**config.mk**
```make
export PLATFORM = sky130hd
export DESIGN_NAME = interrupt_priority_regs
export DESIGN_NICKNAME = d
export VERILOG_FILES = /design/src/logic/priority_regs_pkg.sv /design/src/logic/interrupt_priority_regs.sv /design/src/logic/priority_resolver.sv
export SDC_FILE = /design/constraint.sdc
export NUM_CORES = 1
export LEC_CHECK = 0
export BUFFER_PORTS_ARGS = -buffer_cell sky130_fd_sc_hd__buf_4
export CAP_MARGIN = 20
export CORE_ASPECT_RATIO = 1.75
export CORE_MARGIN = 2
export CORE_UTILIZATION = 24
export CTS_BUF_LIST = sky130_fd_sc_hd__clkbuf_16
export DETAILED_ROUTE_END_ITERATION = 8
export GPL_TIMING_DRIVEN = 0
export PLACE_DENSITY = 0.37
export SLEW_MARGIN = 25
export SYNTH_ARGS = -nofsm -noshare
export SYNTH_HDL_FRONTEND = slang
export SYNTH_SLANG_ARGS = --single-unit
```
**constraint.sdc**
```tcl
create_clock -name pclk -period 359.3 [get_ports pclk]
set_clock_uncertainty 0.1 [all_clocks]
set_input_delay 17.965 -clock pclk [delete_from_list [all_inputs] [get_ports pclk]]
set_output_delay 17.965 -clock pclk [all_outputs]
set_load 0.01 [all_outputs]
```
**src/logic/priority_regs_pkg.sv**
```systemverilog
`default_nettype none
package priority_regs_pkg;

  // Bank geometry
  localparam int unsigned NUM_REGS       = 12;
  localparam int unsigned REG_WIDTH      = 16;
  localparam int unsigned FIELD_WIDTH    = 4;
  localparam int unsigned FIELDS_PER_REG = 4;
  localparam int unsigned NUM_FIELDS     = NUM_REGS * FIELDS_PER_REG;
  localparam int unsigned SRCS_PER_FIELD = 4;
  localparam int unsigned NUM_SRCS       = NUM_FIELDS * SRCS_PER_FIELD;
  localparam int unsigned SRC_IDX_WIDTH  = 8;

  // Field positions inside one priority_register
  localparam int unsigned PRIORITY_FIELD_BOTTOM_LSB    = 0;
  localparam int unsigned PRIORITY_FIELD_LOWER_MID_LSB = 4;
  localparam int unsigned PRIORITY_FIELD_UPPER_MID_LSB = 8;
  localparam int unsigned PRIORITY_FIELD_TOP_LSB       = 12;

  // Reset values
  localparam logic [15:0] PRIORITY_REG_RESET = 16'h0000;
  localparam logic [3:0]  LEVEL_MASKED       = 4'h0;

  // APB byte addresses
  localparam logic [7:0] ADDR_INTERRUPT_PRIORITY_A = 8'h00;
  localparam logic [7:0] ADDR_INTERRUPT_PRIORITY_B = 8'h04;
  localparam logic [7:0] ADDR_INTERRUPT_PRIORITY_C = 8'h08;
  localparam logic [7:0] ADDR_INTERRUPT_PRIORITY_D = 8'h0c;
  localparam logic [7:0] ADDR_INTERRUPT_PRIORITY_E = 8'h10;
  localparam logic [7:0] ADDR_INTERRUPT_PRIORITY_F = 8'h14;
  localparam logic [7:0] ADDR_INTERRUPT_PRIORITY_H = 8'h18;
  localparam logic [7:0] ADDR_INTERRUPT_PRIORITY_I = 8'h1c;
  localparam logic [7:0] ADDR_INTERRUPT_PRIORITY_J = 8'h20;
  localparam logic [7:0] ADDR_INTERRUPT_PRIORITY_K = 8'h24;
  localparam logic [7:0] ADDR_INTERRUPT_PRIORITY_L = 8'h28;
  localparam logic [7:0] ADDR_INTERRUPT_PRIORITY_M = 8'h2c;
  localparam logic [7:0] ADDR_ACCEPT_STATUS        = 8'h30;

  // Accept status word layout
  localparam int unsigned STATUS_SOURCE_LSB = 0;
  localparam int unsigned STATUS_LEVEL_LSB  = 8;
  localparam int unsigned STATUS_VALID_BIT  = 15;

  typedef struct packed {
    logic                     valid;
    logic [SRC_IDX_WIDTH-1:0] source;
    logic [FIELD_WIDTH-1:0]   level;
  } accept_t;

  typedef logic [NUM_FIELDS-1:0][FIELD_WIDTH-1:0] field_levels_t;

endpackage
`default_nettype wire

```
**src/logic/interrupt_priority_regs.sv**
```systemverilog
// Register access over APB and the address map were left to the implementer.
`timescale 1ns/10ps
`default_nettype none

module interrupt_priority_regs
  import priority_regs_pkg::*;
(
  // Clock and reset
  input  wire  logic                pclk,
  input  wire  logic                presetn,
  // APB slave
  input  wire  logic                psel,
  input  wire  logic                penable,
  input  wire  logic                pwrite,
  input  wire  logic [7:0]          paddr,
  input  wire  logic [31:0]         pwdata,
  input  wire  logic [3:0]          pstrb,
  output logic [31:0]               prdata,
  output logic                      pready,
  output logic                      pslverr,
  // Interrupt requests, vector order = index order
  input  wire  logic [NUM_SRCS-1:0] src_req,
  // To arbitration and acceptance
  output field_levels_t             field_levels,
  output accept_t                   accept
);

  logic [NUM_REGS-1:0][REG_WIDTH-1:0] prio_q;
  logic [31:0]                        prdata_q;
  logic                               pready_q;
  logic                               pslverr_q;
  accept_t                            accept_q;
  accept_t                            winner;
  field_levels_t                      levels_q;
  logic                               setup;
  logic                               access_done;
  logic [4:0]                         sel_idx;

  // Returns the bank index, NUM_REGS for status, NUM_REGS+1 for unmapped
  function automatic logic [4:0] decode(input logic [7:0] addr);
    logic [4:0] idx;
    idx = 5'(NUM_REGS + 1);
    if (addr[1:0] == 2'b00) begin
      if (addr <= ADDR_INTERRUPT_PRIORITY_M) begin
        idx = addr[6:2];
      end else if (addr == ADDR_ACCEPT_STATUS) begin
        idx = 5'(NUM_REGS);
      end
    end
    return idx;
  endfunction

  assign setup       = psel & ~penable;
  assign access_done = psel & penable & pready_q;
  assign sel_idx     = decode(paddr);

  // No wait state; ready is registered from setup so read data can come from a flop
  always_ff @(posedge pclk or negedge presetn) begin
    if (!presetn) begin
      pready_q <= 1'b0;
    end else begin
      pready_q <= setup;
    end
  end

  always_ff @(posedge pclk or negedge presetn) begin
    if (!presetn) begin
      pslverr_q <= 1'b0;
    end else if (setup) begin
      // Status is read only; writing it is refused
      pslverr_q <= (sel_idx > 5'(NUM_REGS)) || (pwrite && sel_idx == 5'(NUM_REGS));
    end else begin
      pslverr_q <= 1'b0;
    end
  end

  always_ff @(posedge pclk or negedge presetn) begin
    if (!presetn) begin
      prdata_q <= 32'h0000_0000;
    end else if (setup && !pwrite) begin
      if (sel_idx < 5'(NUM_REGS)) begin
        prdata_q <= {16'h0000, prio_q[sel_idx[3:0]]};
      end else if (sel_idx == 5'(NUM_REGS)) begin
        prdata_q <= {16'h0000, accept_q.valid, 3'b000, accept_q.level, accept_q.source};
      end else begin
        prdata_q <= 32'h0000_0000;
      end
    end else begin
      prdata_q <= 32'h0000_0000;
    end
  end

  // Priority bank, byte lanes honoured
  always_ff @(posedge pclk or negedge presetn) begin
    if (!presetn) begin
      prio_q <= {NUM_REGS{PRIORITY_REG_RESET}};
    end else if (access_done && pwrite && sel_idx < 5'(NUM_REGS)) begin
      // All bits stored as written, level-zero fields too
      if (pstrb[0]) begin
        prio_q[sel_idx[3:0]][7:0] <= pwdata[7:0];
      end
      if (pstrb[1]) begin
        prio_q[sel_idx[3:0]][15:8] <= pwdata[15:8];
      end
    end
  end

  // Field split; each field stands alone
  always_ff @(posedge pclk or negedge presetn) begin
    if (!presetn) begin
      levels_q <= '0;
    end else begin
      for (int r = 0; r < NUM_REGS; r++) begin
        levels_q[r*FIELDS_PER_REG+0] <= prio_q[r][PRIORITY_FIELD_TOP_LSB +: FIELD_WIDTH];
        levels_q[r*FIELDS_PER_REG+1] <= prio_q[r][PRIORITY_FIELD_UPPER_MID_LSB +: FIELD_WIDTH];
        levels_q[r*FIELDS_PER_REG+2] <= prio_q[r][PRIORITY_FIELD_LOWER_MID_LSB +: FIELD_WIDTH];
        levels_q[r*FIELDS_PER_REG+3] <= prio_q[r][PRIORITY_FIELD_BOTTOM_LSB +: FIELD_WIDTH];
      end
    end
  end

  priority_resolver u_resolver (
    .levels  (levels_q),
    .src_req (src_req),
    .winner  (winner)
  );

  // Registered winner; level-zero sources never appear here
  always_ff @(posedge pclk or negedge presetn) begin
    if (!presetn) begin
      accept_q <= '0;
    end else begin
      accept_q <= winner;
    end
  end

  assign prdata       = prdata_q;
  assign pready       = pready_q;
  assign pslverr      = pslverr_q;
  assign field_levels = levels_q;
  assign accept       = accept_q;

endmodule

`default_nettype wire

```
**src/logic/priority_resolver.sv**
```systemverilog
`timescale 1ns/10ps
`default_nettype none

module priority_resolver
  import priority_regs_pkg::*;
(
  // Levels and requests
  input  wire  field_levels_t       levels,
  input  wire  logic [NUM_SRCS-1:0] src_req,
  // Winner
  output accept_t                   winner
);

  always_comb begin
    winner = '0;
    // Downward scan with >= lets the lower index take any tie
    for (int i = NUM_SRCS - 1; i >= 0; i--) begin
      if (src_req[i] && levels[i / SRCS_PER_FIELD] != LEVEL_MASKED &&
          levels[i / SRCS_PER_FIELD] >= winner.level) begin
        winner.valid  = 1'b1;
        winner.source = SRC_IDX_WIDTH'(i);
        winner.level  = levels[i / SRCS_PER_FIELD];
      end
    end
  end

endmodule

`default_nettype wire

```
==> results_dict.tcl <==
set metrics [dict create \
    status "finished, final reports clean" \
    crit_type "in -> reg" \
    cap_violations 0 \
    cpPeakStageDelay_ns 0.64 \
    firstDrtPassIters 6 \
    r2r_end "accept[12]$_DFF_PN0_" \
    cp_top_family "compound AO/OA/AOI/OAI gates" \
    vias_per_cell 5.58 \
    swShare 0.282 \
    end_kind "flip-flop" \
    period_needed_ns 340.13 \
    crit_arrival_ns 340.54 \
    drtIter0Drc 3539 \
    synth_area_um2 61300 \
    place_ws_ns 1.67 \
    hold_viol 0 \
    dpl.hpwl_um 247000 \
    p_int_w 0.0000763 \
    coreArea_um2 254000 \
    grt_max_degree 89 \
    rows 245 \
    wl_per_cell_um 25.9 \
    p_switching_w 0.0000300 \
    io_buffer_count 445 \
    yosysUniqueCellTypes 219 \
    synth-edff-count 0 \
    cts_tree "done" \
    worst_slack_ns 19.17 \
    hold_class "reg -> reg" \
    clockBufferDepth 3 \
    pwr-share-clk 0.453 \
    ys_seq_elements 415 \
    ys_seq_area_frac 0.170 \
    holdPathStages 0 \
    cts_buffers 49 \
    yosysWarnings 0 \
    synth_top_area_share 0.170 \
    clock-root-buffer "clkbuf_16" \
    antenna_found_initial 38 \
    synth_top_area_cell "dfrtp_1" \
    synth_flop_cell "dfrtp_1" \
    initial_core_util 0.241 \
    cp_slowest_cell "dlygate4sd3_1" \
    grt_overflow 0 \
    grt_pass1_wl_um 427000 \
    dp.cells 11235 \
    cellLeakagePower_nw 29.8 \
    die_area_um2 259000 \
    gp_congestion 0.921 \
    setup.worst_path.start_class "input port" \
    worst_slew_margin_rel 0.230 \
    drv_slew 0 \
    synth.avg_cell_area_um2 8.25 \
    die_h_um 672 \
    grt_pass1_vias 64227 \
    nets 8622 \
    final_cell_count_no_fill 11377 \
    synth.area.top_cells "dfrtp_1 (17%), ha_1 (8.0%), mux2_2 (5.2%)" \
    max_freq_mhz 2.94 \
    ff2ff_setup_slack_ns 36.08 \
    crit_fanout 10 \
    grtUsageTotal 0.217 \
    area_growth_pct 17.2 \
    tns_ns 0 \
    reg2reg_from "field_levels[188]$_DFF_PN0_" \
    clock_sinks 415 \
    wl_um 294000 \
    insertion_delay_ns 0.63 \
    die_x_um 386 \
    htreeDepth 2 \
    crit_required_ns 359.71 \
    holdPathEnd "field_levels[43]$_DFF_PN0_" \
    powerDensity_nw_per_um2 1.48 \
    path_clk_slew_ns 0.06 \
    worst_ir_drop_vdd_mv 0.00338 \
    hp-start "prio_q[39]$_DFFE_PN0P_" \
    critPathBufInv 30 \
    seqPwrFrac 0.441 \
    reg2regPathDepth 1443 \
    ant_nets 0 \
    share_comb_of_total_power 0.106 \
    async_flop_share 1.00 \
    drc 0 \
    drive_gt1_frac 0.307 \
    crit_top_cell "ha_1" \
    final.period_utilization 0.947 \
    synthCells 7430 \
    num_vias 63462 \
    finalSetupViolations 0 \
    io_pins 480 \
    tightestPinTransition_ns 1.15 \
]
[final cells by class]
| type | instances | area, um^2 |
|---|---|---|
| Antenna cell | 15 | 37.5 |
| Buffer | 264 | 2400 |
| Clock buffer | 49 | 1230 |
| Clock inverter | 42 | 302 |
| Fill cell | 27628 | 182000 |
| Inverter | 284 | 1070 |
| Multi-Input combinational cell | 6480 | 48400 |
| Sequential cell | 415 | 10400 |
| Tap cell | 3334 | 4170 |
| Timing Repair Buffer | 494 | 3820 |
[cells in the mapped netlist (43+ instances only)]
cell type and count:
o21ai_0 433, a311oi_1 44, or2b_2 89, ha_1 393, nand2b_1 60, a21oi_2 48
nor2_1 520, mux2i_1 75, and3_2 152, o31ai_1 58, nand4_1 73, or4_1 43
nand2_1 821, nor4_1 73, o211ai_1 132, inv_1 280, buf_6 60, o21ai_1 58
o21a_1 75, a21o_2 56, and2b_2 64, nor3_1 148, clkbuf_8 70, nand3_1 284
nor2b_1 45, a21oi_1 381, a211oi_1 101, a31oi_1 145, clkbuf_1 69, a21o_1 44
o211a_1 51, dfrtp_1 415, mux2_2 284, and2_2 85
[power by group through the flow]
stage,clock network (W),logic (W),registers [W]
6_report,0.0000481,0.0000113,0.0000469
5_1_grt,0.0000515,0.0000123,0.0000468
4_1_cts,0.0000498,0.0000112,0.0000468
3_5_place_dp,0,0.0000112,0.0000477
3_3_place_gp,0,0.0000109,0.0000477
2_1_floorplan,0,0.00000466,0.0000477
[registers in the layout (all words and copies together) (netlist names)]
signal,cells
accept,13
field_levels,192
prdata,16
pready,1
prio_q,192
pslverr,1
[placed cells by master (no fill, tap or decap), types with 44 or more instances in the layout]
cell type    n
mux2i_1     74
a21o_2      56
o211ai_1   132
a31oi_1    137
clkbuf_8    70
nor3_1     140
nand4_1     73
clkbuf_1    65
ha_1       389
a21oi_1    364
clkbuf_16   49
nand3_1    283
o21ai_1     80
nor4_1      67
mux2_2     284
and2b_2     64
buf_6       60
dfrtp_1    415
a211oi_1    91
a21o_1      44
nand2_1    819
inv_1      291
a21oi_2     59
o31ai_1     51
buf_4      522
and3_2     152
and2_2      85
nor2_1     502
o211a_1     51
o21a_1      75
or2b_2      89
nand2b_1    59
o21ai_0    396
[metal layers]
metal	GRT usage	up-vias	share of wire
li1	-	30015	-
met1	0.236	31313	0.38
met2	0.419	1611	0.53
met3	0.0313	491	0.045
met4	0.0704	32	0.039
met5	0	-	0.00071
[how the worst max path moves through the flow]
stage	end	depth (start not counted)	start
6_report	accept[12]$_DFF_PN0_	737	src_req[190]
5_1_grt	accept[12]$_DFF_PN0_	731	src_req[190]
4_1_cts	accept[12]$_DFF_PN0_	741	src_req[190]
3_5_place_dp	accept[12]$_DFF_PN0_	767	src_req[190]
3_3_place_gp	accept[12]$_DFF_PN0_	1173	src_req[190]
2_1_floorplan	accept[12]$_DFF_PN0_	1175	src_req[190]
[what timing repair did]
action / CTS / global route
buffers inserted: 0 / 38
hold buffers: 0 / 0
resized for setup: 0 / 199
endpoints found under the setup margin: 0 / 13
endpoints found under the hold margin: 0 / 0
[cell families after synthesis]
family	Yosys count	synth area share
other	1	0.0000612
multiplexers	389	0.0715
XOR/XNOR	26	0.00384
flip-flops	415	0.170
adder cells (fa/ha/maj)	402	0.0819
buffers and inverters	550	0.0568
AO/OA/AOI/OAI	2669	0.345
AND/OR/NAND/NOR	2978	0.271
[metrics by stage]
step	instance area (um^2)	utilization	hold slack, ns	total power (W)
detailed placement	69100	0.272	0.286	0.0000589
global route	71800	0.282	0.318	0.000111
floorplan	61300	-	0.262	0.0000524
global placement	68800	0.271	0.282	0.0000587
finish	71800	0.282	0.293	0.000106
CTS	70600	0.278	0.299	0.000108
[worst register-to-register path, delay by kind of cell (launching register included)]
family	cells	cell delay (ns)
buffers and inverters	53	8.54
muxes	64	22.59
DFF	1	0.56
and+or+nand+nor	526	101.65
AOI/OAI and AO/OA	607	133.88
adders and majority gates	193	55.80
Power figures use the tool's default switching activity.
